===== src/shared/flash_ctrl_pkg.sv =====
package flash_ctrl_pkg;

  // Flash geometry, word addressed
  localparam int unsigned FLASH_AW   = 14;
  localparam int unsigned PAGE_LSB   = 6;
  localparam int unsigned DATA_W     = 8;
  localparam int unsigned REG_AW     = 4;

  // Fixed concurrent-read / halting split
  localparam logic [13:0] HALT_BASE  = 14'h3800;

  // Boot region base per boot-size fuse setting
  localparam logic [13:0] BOOT_BASE_3 = 14'h3f00;
  localparam logic [13:0] BOOT_BASE_2 = 14'h3e00;
  localparam logic [13:0] BOOT_BASE_1 = 14'h3c00;
  localparam logic [13:0] BOOT_BASE_0 = 14'h3800;

  // Register offsets
  localparam logic [3:0] OFS_CSR      = 4'h0;
  localparam logic [3:0] OFS_LOCK     = 4'h1;
  localparam logic [3:0] OFS_INT_STAT = 4'h2;
  localparam logic [3:0] OFS_INT_MASK = 4'h3;

  // Control and status field positions
  localparam int unsigned CSR_OP_WRITE = 0;
  localparam int unsigned CSR_HALTED   = 1;
  localparam int unsigned CSR_BUSY     = 6;

  // Interrupt event positions
  localparam int unsigned EV_DONE    = 0;
  localparam int unsigned EV_REFUSED = 1;

  // Reset values
  localparam logic [3:0] LOCK_RST    = 4'hf;
  localparam logic [1:0] INT_RST     = 2'h0;

  // Flash array commands
  typedef enum logic [1:0] {CMD_NONE, CMD_ERASE, CMD_WRITE} flash_cmd_t;

  // Start of the boot region from the boot-size fuses
  function automatic logic [13:0] boot_base(input logic [1:0] fuses);
    case (fuses)
      2'h3:    boot_base = BOOT_BASE_3;
      2'h2:    boot_base = BOOT_BASE_2;
      2'h1:    boot_base = BOOT_BASE_1;
      default: boot_base = BOOT_BASE_0;
    endcase
  endfunction

endpackage


===== src/rtl/flash_self_prog_ctrl.sv =====
// Function
// Store-program from application region is ignored, nothing starts.
// Erase or write starts only when issued from boot region.
// From boot region any page of whole flash may be targeted.
// Boot/application boundary follows the boot-size fuses.
// Application and boot regions have independent lock-bit sets.
// Fixed boundary splits flash into concurrent-read and halting regions.
// Operation classified by target page region, not fetch region.
// Concurrent-region operation keeps halting-region fetches flowing, no stall.
// Halting-region operation stalls CPU for the whole page operation.
// No valid code returned from concurrent region during programming.
// Busy flag reads one while concurrent region is blocked.
// Software clears busy flag before touching concurrent region again.
// Software disables or relocates interrupts while programming.
// Boot region always lies inside the halting region.
// Page organisation invisible to ordinary fetches and reads.
// Lock pair 1,0 blocks writes; 0,0 adds read block; 0,1 reads only.
// Lock bits programmable by software or programmer, cleared by chip erase.
// Stall released when halting-region operation finishes.
`timescale 1ns/10ps
`default_nettype none
module flash_self_prog_ctrl
  import flash_ctrl_pkg::*;
(
  input  wire logic              clk_i,
  input  wire logic              resetn_i,
  // Register port
  input  wire logic [3:0]        reg_addr_i,
  input  wire logic [7:0]        reg_wdata_i,
  input  wire logic              reg_wr_i,
  input  wire logic              reg_rd_i,
  output logic      [7:0]        reg_rdata_o,
  // Fuses and programming-mode access to the lock bits
  input  wire logic [1:0]        boot_size_fuses_i,
  input  wire logic              pgm_lock_wr_i,
  input  wire logic [3:0]        pgm_lock_data_i,
  input  wire logic              chip_erase_i,
  // Store-program instruction from the core
  input  wire logic              store_req_i,
  input  wire logic [13:0]       store_pc_i,
  input  wire logic [13:0]       store_addr_i,
  // Code fetch and load-program read from the core
  input  wire logic              fetch_req_i,
  input  wire logic              fetch_is_load_i,
  input  wire logic [13:0]       fetch_pc_i,
  input  wire logic [13:0]       fetch_addr_i,
  output logic                   fetch_valid_o,
  output logic                   fetch_blocked_o,
  output logic                   cpu_stall_o,
  // Flash array
  output logic                   flash_start_o,
  output logic      [1:0]        flash_cmd_o,
  output logic      [7:0]        flash_page_o,
  input  wire logic              flash_done_i,
  // Interrupt
  output logic                   irq_o
);

  typedef enum logic [1:0] {ST_IDLE, ST_RWW_OP, ST_HALT_OP} state_t;

  state_t      state_ff;
  state_t      nxt_state;
  logic        busy_ff;
  logic        op_write_ff;
  logic        start_ff;
  logic [1:0]  cmd_ff;
  logic [7:0]  page_ff;
  logic        stall_ff;
  logic        fvalid_ff;
  logic        fblock_ff;
  logic [1:0]  int_stat_ff;
  logic [1:0]  int_mask_ff;
  logic        irq_ff;
  logic [7:0]  rdata_ff;

  logic        pc_in_boot;
  logic        tgt_in_boot;
  logic        tgt_in_halt;
  logic        f_in_boot;
  logic        f_in_halt;
  logic        fpc_in_boot;
  logic [1:0]  app_lock;
  logic [1:0]  boot_lock;
  logic        tgt_write_locked;
  logic        store_ok;
  logic        store_refused;
  logic        op_done;
  logic        cross_read_locked;
  logic        fetch_ok;
  logic        wr_csr;
  logic        wr_lock;
  logic        wr_stat;
  logic        wr_mask;
  logic [1:0]  ev_set;

  // Region decode of issuing address, target page and fetch address
  flash_region_map u_map_pc (
    .addr_i            (store_pc_i),
    .boot_size_fuses_i (boot_size_fuses_i),
    .in_boot_o         (pc_in_boot),
    .in_halting_o      ()
  );

  flash_region_map u_map_tgt (
    .addr_i            (store_addr_i),
    .boot_size_fuses_i (boot_size_fuses_i),
    .in_boot_o         (tgt_in_boot),
    .in_halting_o      (tgt_in_halt)
  );

  flash_region_map u_map_fetch (
    .addr_i            (fetch_addr_i),
    .boot_size_fuses_i (boot_size_fuses_i),
    .in_boot_o         (f_in_boot),
    .in_halting_o      (f_in_halt)
  );

  flash_region_map u_map_fpc (
    .addr_i            (fetch_pc_i),
    .boot_size_fuses_i (boot_size_fuses_i),
    .in_boot_o         (fpc_in_boot),
    .in_halting_o      ()
  );

  // Register write decode
  always_comb begin
    wr_csr  = reg_wr_i && (reg_addr_i == OFS_CSR);
    wr_lock = reg_wr_i && (reg_addr_i == OFS_LOCK);
    wr_stat = reg_wr_i && (reg_addr_i == OFS_INT_STAT);
    wr_mask = reg_wr_i && (reg_addr_i == OFS_INT_MASK);
  end

  // Lock bits, separate sets for the two regions
  flash_lock_store u_locks (
    .clk_i                   (clk_i),
    .resetn_i                (resetn_i),
    .sw_wr_i                 (wr_lock),
    .sw_data_i               (reg_wdata_i[3:0]),
    .pgm_wr_i                (pgm_lock_wr_i),
    .pgm_data_i              (pgm_lock_data_i),
    .chip_erase_i            (chip_erase_i),
    .application_lock_bits_o (app_lock),
    .boot_lock_bits_o        (boot_lock)
  );

  // Write block when the low bit of the guarding pair is programmed
  always_comb begin
    if (tgt_in_boot) begin
      tgt_write_locked = !boot_lock[0];
    end else begin
      tgt_write_locked = !app_lock[0];
    end
  end

  // Store acceptance: boot-issued, idle, target not write-locked
  always_comb begin
    store_ok      = store_req_i && pc_in_boot
                    && (state_ff == ST_IDLE)
                    && !tgt_write_locked;
    store_refused = store_req_i && !store_ok;
    op_done       = (state_ff != ST_IDLE) && flash_done_i;
  end

  // Sequencer; target region decides the operation kind
  always_comb begin
    nxt_state = state_ff;
    case (state_ff)
      ST_IDLE: begin
        if (store_ok) begin
          if (tgt_in_halt) begin
            nxt_state = ST_HALT_OP;
          end else begin
            nxt_state = ST_RWW_OP;
          end
        end
      end
      ST_RWW_OP: begin
        if (flash_done_i) begin
          nxt_state = ST_IDLE;
        end
      end
      ST_HALT_OP: begin
        if (flash_done_i) begin
          nxt_state = ST_IDLE;
        end
      end
      default: nxt_state = ST_IDLE;
    endcase
  end

  always_ff @(posedge clk_i) begin
    if (!resetn_i) begin
      state_ff <= ST_IDLE;
    end else begin
      state_ff <= nxt_state;
    end
  end

  // CPU stall follows the halting-region operation exactly
  always_ff @(posedge clk_i) begin
    if (!resetn_i) begin
      stall_ff <= 1'b0;
    end else begin
      stall_ff <= (nxt_state == ST_HALT_OP);
    end
  end

  // Operation kind selected by software
  always_ff @(posedge clk_i) begin
    if (!resetn_i) begin
      op_write_ff <= 1'b0;
    end else if (wr_csr) begin
      op_write_ff <= reg_wdata_i[CSR_OP_WRITE];
    end
  end

  // Flash array start pulse, command and page of the target
  always_ff @(posedge clk_i) begin
    if (!resetn_i) begin
      start_ff <= 1'b0;
      cmd_ff   <= CMD_NONE;
      page_ff  <= 8'h00;
    end else begin
      start_ff <= store_ok;
      if (store_ok) begin
        cmd_ff  <= op_write_ff ? CMD_WRITE : CMD_ERASE;
        page_ff <= store_addr_i[FLASH_AW-1:PAGE_LSB];
      end else if (op_done) begin
        cmd_ff  <= CMD_NONE;
      end
    end
  end

  // Busy flag: set on concurrent-region start, kept until software clears
  always_ff @(posedge clk_i) begin
    if (!resetn_i) begin
      busy_ff <= 1'b0;
    end else if (store_ok && !tgt_in_halt) begin
      busy_ff <= 1'b1;
    end else if (wr_csr && reg_wdata_i[CSR_BUSY] && (state_ff != ST_RWW_OP)) begin
      busy_ff <= 1'b0;
    end
  end

  // Cross-region load reads guarded by the high bit of the pair
  always_comb begin
    cross_read_locked = 1'b0;
    if (fetch_is_load_i) begin
      if (fpc_in_boot && !f_in_boot) begin
        cross_read_locked = !app_lock[1];
      end else if (!fpc_in_boot && f_in_boot) begin
        cross_read_locked = !boot_lock[1];
      end
    end
  end

  // Fetch admission; halting region keeps serving during concurrent work
  always_comb begin
    fetch_ok = 1'b1;
    if (state_ff == ST_HALT_OP) begin
      fetch_ok = 1'b0;
    end else if (busy_ff && !f_in_halt) begin
      fetch_ok = 1'b0;
    end else if (cross_read_locked) begin
      fetch_ok = 1'b0;
    end
  end

  // Fetch answer one cycle after the request
  always_ff @(posedge clk_i) begin
    if (!resetn_i) begin
      fvalid_ff <= 1'b0;
      fblock_ff <= 1'b0;
    end else begin
      fvalid_ff <= fetch_req_i && fetch_ok;
      fblock_ff <= fetch_req_i && !fetch_ok;
    end
  end

  // Interrupt events; a set beats a simultaneous clear
  always_comb begin
    ev_set             = 2'h0;
    ev_set[EV_DONE]    = op_done;
    ev_set[EV_REFUSED] = store_refused;
  end

  always_ff @(posedge clk_i) begin
    if (!resetn_i) begin
      int_stat_ff <= INT_RST;
    end else begin
      int_stat_ff <= (int_stat_ff & ~(wr_stat ? reg_wdata_i[1:0] : 2'h0)) | ev_set;
    end
  end

  always_ff @(posedge clk_i) begin
    if (!resetn_i) begin
      int_mask_ff <= INT_RST;
    end else if (wr_mask) begin
      int_mask_ff <= reg_wdata_i[1:0];
    end
  end

  // Level interrupt from unmasked sticky bits
  always_ff @(posedge clk_i) begin
    if (!resetn_i) begin
      irq_ff <= 1'b0;
    end else begin
      irq_ff <= |((int_stat_ff | ev_set) & int_mask_ff
                  & ~(wr_stat ? reg_wdata_i[1:0] & ~ev_set : 2'h0));
    end
  end

  // Register read, data valid in the following cycle only
  always_ff @(posedge clk_i) begin
    if (!resetn_i) begin
      rdata_ff <= 8'h00;
    end else if (reg_rd_i) begin
      case (reg_addr_i)
        OFS_CSR: begin
          rdata_ff               <= 8'h00;
          rdata_ff[CSR_OP_WRITE] <= op_write_ff;
          rdata_ff[CSR_HALTED]   <= (state_ff == ST_HALT_OP);
          rdata_ff[CSR_BUSY]     <= busy_ff;
        end
        OFS_LOCK:     rdata_ff <= {4'h0, boot_lock, app_lock};
        OFS_INT_STAT: rdata_ff <= {6'h00, int_stat_ff};
        OFS_INT_MASK: rdata_ff <= {6'h00, int_mask_ff};
        default:      rdata_ff <= 8'h00;
      endcase
    end else begin
      rdata_ff <= 8'h00;
    end
  end

  // Outputs straight from flip-flops
  assign reg_rdata_o     = rdata_ff;
  assign fetch_valid_o   = fvalid_ff;
  assign fetch_blocked_o = fblock_ff;
  assign cpu_stall_o     = stall_ff;
  assign flash_start_o   = start_ff;
  assign flash_cmd_o     = cmd_ff;
  assign flash_page_o    = page_ff;
  assign irq_o           = irq_ff;

endmodule
`default_nettype wire


===== src/rtl/flash_region_map.sv =====
`timescale 1ns/10ps
`default_nettype none
module flash_region_map
  import flash_ctrl_pkg::*;
(
  input  wire logic [13:0] addr_i,
  input  wire logic [1:0]  boot_size_fuses_i,
  output logic             in_boot_o,
  output logic             in_halting_o
);

  // Fuse-sized split and fixed split are decoded independently
  always_comb begin
    in_boot_o    = (addr_i >= boot_base(boot_size_fuses_i));
    in_halting_o = (addr_i >= HALT_BASE);
  end

endmodule
`default_nettype wire


===== src/rtl/flash_lock_store.sv =====
`timescale 1ns/10ps
`default_nettype none
module flash_lock_store
  import flash_ctrl_pkg::*;
(
  input  wire logic       clk_i,
  input  wire logic       resetn_i,
  input  wire logic       sw_wr_i,
  input  wire logic [3:0] sw_data_i,
  input  wire logic       pgm_wr_i,
  input  wire logic [3:0] pgm_data_i,
  input  wire logic       chip_erase_i,
  output logic [1:0]      application_lock_bits_o,
  output logic [1:0]      boot_lock_bits_o
);

  logic [3:0] lock_ff;

  // Writes may only program bits (1 to 0); only chip erase or reset restores ones
  always_ff @(posedge clk_i) begin
    if (!resetn_i) begin
      lock_ff <= LOCK_RST;
    end else if (chip_erase_i) begin
      lock_ff <= LOCK_RST;
    end else begin
      lock_ff <= lock_ff
                 & (sw_wr_i  ? sw_data_i  : 4'hf)
                 & (pgm_wr_i ? pgm_data_i : 4'hf);
    end
  end

  // Two independent sets
  assign application_lock_bits_o = lock_ff[1:0];
  assign boot_lock_bits_o        = lock_ff[3:2];

endmodule
`default_nettype wire


===== config.mk =====
export PLATFORM = sky130hd
export DESIGN_NAME = flash_self_prog_ctrl
export DESIGN_NICKNAME = d
export VERILOG_FILES = /design/src/shared/flash_ctrl_pkg.sv /design/src/rtl/flash_self_prog_ctrl.sv /design/src/rtl/flash_region_map.sv /design/src/rtl/flash_lock_store.sv
export SDC_FILE = /design/constraint.sdc
export NUM_CORES = 1
export LEC_CHECK = 0
export ABC_AREA = 1
export BUFFER_PORTS_ARGS = -buffer_cell sky130_fd_sc_hd__buf_2
export CORE_ASPECT_RATIO = 1.2
export CORE_UTILIZATION = 40
export DETAILED_ROUTE_END_ITERATION = 10
export HOLD_SLACK_MARGIN = 0.08
export PLACE_DENSITY = 0.85
export SYNTH_ARGS = -nofsm -noshare
export SYNTH_HDL_FRONTEND = slang
export SYNTH_SLANG_ARGS = --single-unit

===== constraint.sdc =====
create_clock -name clk_i -period 2.3 [get_ports clk_i]
set_input_delay 0.23 -clock clk_i [delete_from_list [all_inputs] [get_ports clk_i]]
set_output_delay 0.23 -clock clk_i [all_outputs]
set_load 0.05 [all_outputs]

==> results.toml, run 1 <==
[floorplan]
die_width_um = 64.9
ios = 107
initial_core_util = 0.416
core-area_um2 = 4560
die_y_um = 77.5
dieArea_um2 = 5030
rows = 27

[final_layout]
antenna_cells = 0
final_core_util = 0.559
area_growth_pct = 34.3
stdcell_count = 434
finalInstanceArea_um2 = 2550
final_nets = 475
seq_area_um2 = 641
final_cell_mix = "buf_2 (100), nand2_1 (61), nor2_1 (45)"
multi_input_area_um2 = 1090
final_common_cell = "buf_2"
fill_cells = 471
drive_gt1_frac = 0.335

[synthesis]
synth_cell_types = 33
synthCells = 271
async_reset_ff_frac = 0
synth_ff_type = "dfxtp_1"
synth_seq_cells = 32
synth_edf_count = 0
syn_area_um2 = 1900
yosys_warnings = 0
syn_area_per_cell_um2 = 7.01
yosysSeqAreaShare = 0.337

[sta]
hold_viol = 0
clock_skew_ns = 0.00648
rsz0062_at_grt = "no"
max_freq_mhz = 530
finalCritPeriodShare = 0.821
setup_viol = 0
setup_tns_ns = 0
slew_viol_final = 0
period_needed_ns = 1.89

[run]
maxCapViolations = 0

[power]
p_leak_nw = 1.38
p_clk_frac = 0.394
combPwrFrac = 0.180
total_power_mw = 1.35
power_density_nw_per_um2 = 529
seqPwrFrac = 0.426
p_sw_uw = 359
netSwitchingFraction = 0.266
p_int_uw = 989
ir_drop_uv = 241

[clock_network]
clkTransAtPathRegs_ns = 0.07
cts_root_buffer = "clkbuf_8"
tritoncts = "built"
cts_max_path_buffers = 2
numClockSinks = 32
htree_num_levels = 2
cts_setup_buffers = 0
ctsHoldBuffers = 0
cts_resized = 0
insertion_delay_ns = 0.29
cts_buffers = 5

[critical_path]
worstPathRequired_ns = 2.53
critical_path_class = "input port to register"
r2r_cells = 10
crit_fanout = 11
cp-end-kind = "register"
cp-start-kind = "input port"
cp_data_arrival_time_ns = 2.12

[placed_design]
gp_congestion = 0.823
io_buffer_count = 100
dpl.hpwl_mm = 4.00
place_inst = 426
dpl_cell_area_um2 = 2440

[global_route]
grt_pass1_vias = 2061
grt_max_degree = 15
antenna_found_initial = 0
gr-usage-all-layers = 0.203
grt_overflow = 0
grt_pass1_wl_mm = 8.00

[drt]
ant_nets = 0
initialDrtViolationCount = 99
via_per_inst = 4.86
wirelength_mm = 4.76
drc = 0
dr.pass1.iters = 7
num_vias = 2109
route.detailed.wl_per_inst_um = 11.0

[worst_hold_path]
min_path_cells = 3
hp-class = "input port to register"

[outcome]
status = "finished, final reports clean"
flip-flops by register name (all words and copies together) (netlist names):
| name | cells |
|---|---|
| busy_ff | 1 |
| cpu_stall_o | 1 |
| fetch_blocked_o | 1 |
| fetch_valid_o | 1 |
| flash_cmd_o | 2 |
| flash_page_o | 8 |
| flash_start_o | 1 |
| int_mask_ff | 2 |
| int_stat_ff | 2 |
| irq_o | 1 |
| op_write_ff | 1 |
| reg_rdata_o | 5 |
| state_ff | 2 |
| u_locks.lock_ff | 4 |
kinds of logic (layout without fill, tap and decap cells):
family	count (synthesis)	after routing	synth area share
buffers and inverters	41	144	0.0929
AND/OR/NAND/NOR	142	142	0.329
other	1	3	0.00197
adder cells (fa/ha/maj)	16	16	0.105
AO/OA/AOI/OAI	39	39	0.134
flip-flops	32	32	0.337
power by group through the flow:
stage	combinational, mW	sequential (mW)	clock (mW)
global placement	0.236	0.587	0
CTS	0.244	0.575	0.536
finish	0.243	0.575	0.530
global route	0.273	0.576	0.558
floorplan	0.119	0.609	0
detailed placement	0.243	0.587	0
critical path, stage by stage:
cell and delay, ns:
buf_2 0.10, nor2_1 0.34, ha_1 0.31, nand2_1 0.09, nor2_1 0.06, a21oi_2 0.19, nand2_2 0.08, nand2_2 0.08
nand3_2 0.23, nand2_1 0.12, nand3_1 0.07, nand2_1 0.06, nand2_1 0.06, nor2_1 0.08
final cells by class:
cell class                      count  area share
Clock buffer                        6      0.0285
Clock inverter                      2      0.0137
Inverter                           35      0.0515
Multi-Input combinational cell    200       0.427
Sequential cell                    32       0.251
Tap cell                           58      0.0285
Timing Repair Buffer              101       0.199
synthesized netlist by cell type, types with 3 or more instances:
master	count	area, um^2
nand2_1	61	229
nor2_1	45	169
inv_1	35	131
dfxtp_1	32	641
ha_1	16	200
a21oi_1	10	50.1
nand3_1	10	50.1
o21ai_0	10	50.1
nor3_1	5	25.0
buf_4	4	30.0
o221ai_1	4	35.0
a21oi_2	3	26.3
nand2_2	3	18.8
nand4_1	3	18.8
nor2_2	3	18.8
o21ai_1	3	15.0
metal layers:
layer	vias up	routed length [um]	GRT usage
met5	-	0	0
met1	945	1810	0.210
li1	1075	-	-
met4	0	97	0.0978
met3	12	272	0.0353
met2	77	2580	0.382
per-stage QoR:
| stage | hold WS (ns) | worst slack (ns) |
|---|---|---|
| 6_report | 0.176 | 0.412 |
| 5_1_grt | 0.203 | 0.221 |
| 4_1_cts | 0.178 | 0.422 |
| 3_5_place_dp | 0.447 | 0.133 |
| 3_3_place_gp | 0.439 | 0.217 |
| 2_1_floorplan | 0.347 | 0.635 |
path summary, 6_finish.rpt:
| path | from | endpoint | slack, ns |
|---|---|---|---|
| max | boot_size_fuses_i[0] | cpu_stall_o | 0.41 |
| min | chip_erase_i | u_locks.lock_ff[3] | 0.18 |
| max reg2reg | state_ff[0] | cpu_stall_o | 0.68 |
| min reg2reg | int_mask_ff[1] | irq_o | 0.46 |
Note: power is estimated with default switching activity, not from simulation.
==> run 2: changes to the inputs <==
clock period = 1.74 ns   (was 2.3 ns; I/O delays follow)
==> run 2 against run 1 <==
- the run now ends with design-rule violations left
- sequential power is 32% higher
- clock power rose by 29%
- setup slack got worse by 0.25 ns
- final cell count rose by 1.8%
- via count up 1.5%
- combinational power is 41% higher
- count of clock-buffer cells in the layout unchanged
- register-to-register slack worse by 0.52 ns
- design area is 3.8% higher
- sequential cell count did not move
- critical path type is now register to register
- highest routed layer unchanged
==> results.toml, run 2 (synthesized netlist as in run 1, its figures left out) <==
[global_route]
grt_pass1_vias = 1944
grt_overflow = 0
grt_pass1_wl_mm = 7.85
grt_max_degree = 15
gr-usage-all-layers = 0.198
antenna_found_initial = 0

[critical_path]
cp_data_arrival_time_ns = 1.76
crit_end = "cpu_stall_o"
cpMostUsedCell = "nand2_1"
rr_endpoint = "cpu_stall_o"
slowest_delay_ns = 0.34
r2r_cells = 9
path_cells = "inv_1 > ha_2 > nand2_1 > a21oi_4 > nand4_1 > o21ai_1 > nand2_1 > nand2_1 > nor2_1"
cp-end-kind = "register"
rrSetupSlack_ns = 0.16
crit_start = "state_ff[0]"
slowest_stage = "dfxtp_1"
cp-start-kind = "register"
critical_path_class = "register to register"
worstPathRequired_ns = 1.92
crit_fanout = 5
r2r-start = "state_ff[0]"

[floorplan]
die_width_um = 64.9
rows = 27
die_y_um = 77.5
ios = 107
core-area_um2 = 4560
initial_core_util = 0.416
dieArea_um2 = 5030

[final_layout]
largest_reg_flops = 8
fill_cells = 437
antenna_cells = 0
multi_input_area_um2 = 1130
final_core_util = 0.580
finalInstanceArea_um2 = 2650
area_growth_pct = 39.3
stdcell_count = 442
seq_area_um2 = 641
final_common_cell = "buf_2"
drive_gt1_frac = 0.365
final_nets = 483
final_cell_mix = "buf_2 (100), nand2_1 (60), nor2_1 (43)"

[clock_network]
insertion_delay_ns = 0.28
tritoncts = "built"
clkTransAtPathRegs_ns = 0.07
cts_buffers = 5
ctsHoldBuffers = 0
cts_max_path_buffers = 2
numClockSinks = 32
cts_root_buffer = "clkbuf_8"
htree_num_levels = 2

[worst_hold_path]
hp-class = "input port to register"

[sta]
setup_viol = 0
slew_viol_final = 0
max_freq_mhz = 634
finalCritPeriodShare = 0.907
period_needed_ns = 1.58
hold_viol = 0
clock_skew_ns = 0.00753
timing.hold.ws_ns = 0.132

[placed_design]
io_buffer_count = 100
gp_congestion = 0.873
dpl_cell_area_um2 = 2490
place_inst = 432
dpl.hpwl_mm = 4.18

[drt]
ant_nets = 0
num_vias = 2140
initialDrtViolationCount = 133
route.detailed.wl_per_inst_um = 11.4
dr.pass1.iters = 7
wirelength_mm = 5.03
via_per_inst = 4.84
drc = 2

[power]
power_density_nw_per_um2 = 676
p_leak_nw = 1.41
total_power_mw = 1.79
ir_drop_uv = 354

[outcome]
status = "finished with violations"
violations = "design-rule violations"

[run]
maxCapViolations = 0
[run 2: per-layer routing]
metal	GRT usage	part of all wire	vias to the layer above
met1	0.197	0.38	945
met5	0	0	-
li1	-	-	1094
met4	0.0822	0.016	0
met3	0.0441	0.067	9
met2	0.379	0.54	92
[run 2: worst max-delay path: cells and delay by family (launching register included)]
family	cells	cell delay, ns
DFF	1	0.34
and+or+nand+nor	5	0.48
buffers and inverters	1	0.12
adders and majority gates	1	0.23
AOI/OAI and AO/OA	2	0.29
[run 2: power by group]
group / internal (mW) / switching [mW] / leakage [nW]
sequential: 0.750 / 0.00989 / 0.259
combinational: 0.144 / 0.199 / 1.10
clock: 0.424 / 0.262 / 0.0552
total: 1.32 / 0.471 / 1.41
[run 2: how the worst min path moves through the flow]
stage                     depth (start not counted)  slack, ns         start                  to
after detailed placement                          3       0.42  chip_erase_i  u_locks.lock_ff[1]
after global routing                              3       0.14  chip_erase_i  u_locks.lock_ff[3]
after CTS                                         3       0.13  chip_erase_i  u_locks.lock_ff[1]
after global placement                            3       0.41  chip_erase_i  u_locks.lock_ff[1]
final                                             3       0.13  chip_erase_i  u_locks.lock_ff[0]
after floorplan                                   2       0.29      resetn_i     flash_page_o[2]
[run 2: final cells by class]
cell class	count	area share
multi-input combinational	201	0.428
inverter	35	0.0496
clock buffer	6	0.0274
timing repair buffer	108	0.212
tap	58	0.0274
clock inverter	2	0.0132
sequential	32	0.242
[run 2: what timing repair did]
item	CTS	global route
endpoints found under the setup margin	0	13
gates resized for setup	0	9
buffers inserted	0	1
[run 2: per-stage QoR]
step | setup slack, ns | setup TNS (ns)
floorplan | 0.131 | 0
global placement | -0.144 | -1.27
detailed placement | -0.206 | -2.37
CTS | 0.0939 | 0
global route | -0.00917 | -0.00917
finish | 0.163 | 0
==> run 3: changes to the inputs <==
ABC_AREA = not set   (was 1)
PLACE_DENSITY = 0.86   (was 0.85)
==> run 3 against run 2 <==
- the run ends with negative setup slack left
- non-clock buffer count rose by 11
- final cell count fell by 17%
- first-iteration DRC count fell by 62%
- register-to-register slack got worse by 0.11 ns
- maximum frequency fell by 10%
- synthesized cell count fell by 30%
- clock power fell by 23%
- die area fell by 5.0%
- clock skew fell by 0.0038 ns
- utilization rose by 4.7 points
- sequential share of layout area fell by 0.41 points
- global-route usage rose by 1.4 points
- critical path type is now input port to register
- largest cell class unchanged
==> results.toml, run 3 <==
[clock_network]
numClockSinks = 32
cts_root_buffer = "clkbuf_8"
cts_max_path_buffers = 2
tritoncts = "built"
ctsHoldBuffers = 0
insertion_delay_ns = 0.28
htree_num_levels = 2
clkTransAtPathRegs_ns = 0.06
cts_buffers = 5

[synthesis]
yosysTopAreaCellShare = 0.356
yosysSeqAreaShare = 0.356
synth_common_cells = "dfxtp_1 (32), nor2b_1 (20), ha_1 (16)"
synth_adder_area_share = 0.111
syn_area_um2 = 1800
synth_edf_count = 0
synth_mux_area_frac = 0.0917
synth_area_leader_cell = "dfxtp_1"
synth_top_family_by_area = "simple AND/OR/NAND/NOR gates"
synth-simple-area-share = 0.250
synth_ff_type = "dfxtp_1"
synth_compound_area_frac = 0.137
synth-xor-area-share = 0
syn_area_per_cell_um2 = 9.43
async_reset_ff_frac = 0
yosys_warnings = 0
synthCells = 191
synth_most_common_cell = "dfxtp_1"
synth_seq_cells = 32
synth_cell_types = 47
yosys-top-cells-area = "dfxtp_1 (36%), ha_1 (11%), nor2b_1 (6.9%)"

[placed_design]
pre_cts_ws_ns = -0.392
dpl_cell_area_um2 = 2470
gp_congestion = 0.826
io_buffer_count = 100
dpl.hpwl_mm = 3.94

[drt]
via_per_inst = 5.14
route.detailed.wl_per_inst_um = 13.6
dr.pass1.iters = 4
num_vias = 1893
initialDrtViolationCount = 51
ant_nets = 0
wirelength_mm = 4.99
drc = 0

[power]
ir_drop_uv = 239
power_density_nw_per_um2 = 599
total_power_mw = 1.61
p_leak_nw = 1.28

[sta]
slew_viol_final = 0
rsz0062_at_grt = "yes"
max_freq_mhz = 571
finalCritPeriodShare = 1.01
setup_slack_ns = -0.0124
hold_viol = 0
period_needed_ns = 1.75
clock_skew_ns = 0.00373
setup_viol = 3

[global_route]
grt_pass1_wl_mm = 7.69
grt_pass1_vias = 1848
grt_overflow = 0
antenna_found_initial = 0
grt_max_degree = 25
gr-usage-all-layers = 0.212

[final_layout]
antenna_cells = 0
largest_reg_flops = 8
fill_cells = 377
area_growth_pct = 49.4
final_common_cell = "buf_2"
drive_gt1_frac = 0.481
finalInstanceArea_um2 = 2690
final_nets = 412
final_cell_mix = "buf_2 (98), dfxtp_1 (32), nor2b_1 (19), buf_4 (19)"
final_core_util = 0.627

[critical_path]
worstPathRequired_ns = 1.91
crit_start = "boot_size_fuses_i[0]"
critical_path_class = "input port to register"
rr_endpoint = "flash_cmd_o[0]"
r2r_cells = 9
rrSetupSlack_ns = 0.05
crit_end = "flash_cmd_o[0]"
cp-end-kind = "register"
r2r-start = "state_ff[1]"
crit_fanout = 3
cp_data_arrival_time_ns = 1.93
cp-start-kind = "input port"

[floorplan]
rows = 26
ios = 107
die_y_um = 75.5
core-area_um2 = 4290
initial_core_util = 0.420
die_width_um = 63.3
dieArea_um2 = 4780

[outcome]
status = "finished with violations"
violations = "negative setup slack"

[worst_hold_path]
hold_start = "fetch_is_load_i"
hp-class = "input port to register"

[run]
maxCapViolations = 0
==> run 3: changes by cell type in the layout (fill, tap and decap cells not counted), moves of 4 or more <==
| cell | before | now |
|---|---|---|
| nand2_1 | 60 | 14 |
| nor2_1 | 43 | 6 |
| inv_1 | 34 | 9 |
| nor2b_1 | 0 | 19 |
| buf_4 | 8 | 19 |
| mux2i_1 | 0 | 11 |
| o21ai_0 | 10 | 1 |
| a21oi_1 | 9 | 3 |
| nor3_1 | 5 | 0 |
| nand2_2 | 4 | 0 |
| nand3_1 | 10 | 6 |
| nor2_2 | 4 | 0 |
==> run 3: where the power goes <==
part,total [mW],switching (mW),leakage (nW),internal [mW]
registers,0.754,0.00820,0.259,0.746
clock network,0.525,0.253,0.0410,0.271
logic,0.334,0.170,0.978,0.164
==> run 3: cell families (layout without fill, tap and decap cells) <==
kind of cell,after synthesis,after routing
AND/OR/NAND/NOR,77,77
flip-flops,32,32
multiplexers,14,14
buffers and inverters,19,137
other,1,3
AO/OA/AOI/OAI,32,33
adder cells (fa/ha/maj),16,16
==> run 3: per-layer routing <==
metal  vias to the layer above  wire length (um)  track usage
met2                        87              2650        0.416
met4                         0                32       0.0833
li1                        936                 -            -
met5                         -                 0            0
met1                       866              2030        0.225
met3                         4               273       0.0404
==> run 3: worst min path at each step <==
stage,end,slack [ns],cells after the start
global placement,fetch_valid_o,0.38,2
CTS,fetch_valid_o,0.08,2
floorplan,fetch_valid_o,0.26,1
detailed placement,fetch_valid_o,0.38,2
global route,fetch_valid_o,0.09,2
finish,fetch_valid_o,0.09,2
==> run 3: repair_timing <==
item	CTS	global route
gates resized for setup	9	18
pin swaps	5	11
buffers inserted	0	3
hold endpoints to repair	0	0
gates cloned	1	0
setup endpoints to repair	13	18
==> run 3: stage by stage <==
step | setup TNS [ns] | instances | hold slack, ns
floorplan | -0.661 | 193 | 0.262
global placement | -4.98 | 357 | 0.376
detailed placement | -6.08 | 357 | 0.377
CTS | 0 | 365 | 0.0802
global route | -0.793 | 368 | 0.0861
finish | -0.0292 | 368 | 0.0856
==> run 3: critical path: stages <==
cell,delay [ns]
buf_8,0.10
and2_4,0.17
ha_4,0.25
nor2b_4,0.12
nand4_1,0.16
buf_4,0.20
a31oi_4,0.20
o21ai_1,0.11
buf_4,0.17
mux2i_1,0.11
and2_1,0.16
==> run 3: cell type report <==
class / count / area [um^2] / area share
Inverter: 11 / 41.3 / 0.0153
Timing Repair Buffer: 119 / 659 / 0.245
Multi-Input combinational cell: 143 / 1200 / 0.447
Tap cell: 56 / 70.1 / 0.0260
Clock inverter: 1 / 5.00 / 0.00186
Clock buffer: 6 / 72.6 / 0.0270
Sequential cell: 32 / 641 / 0.238
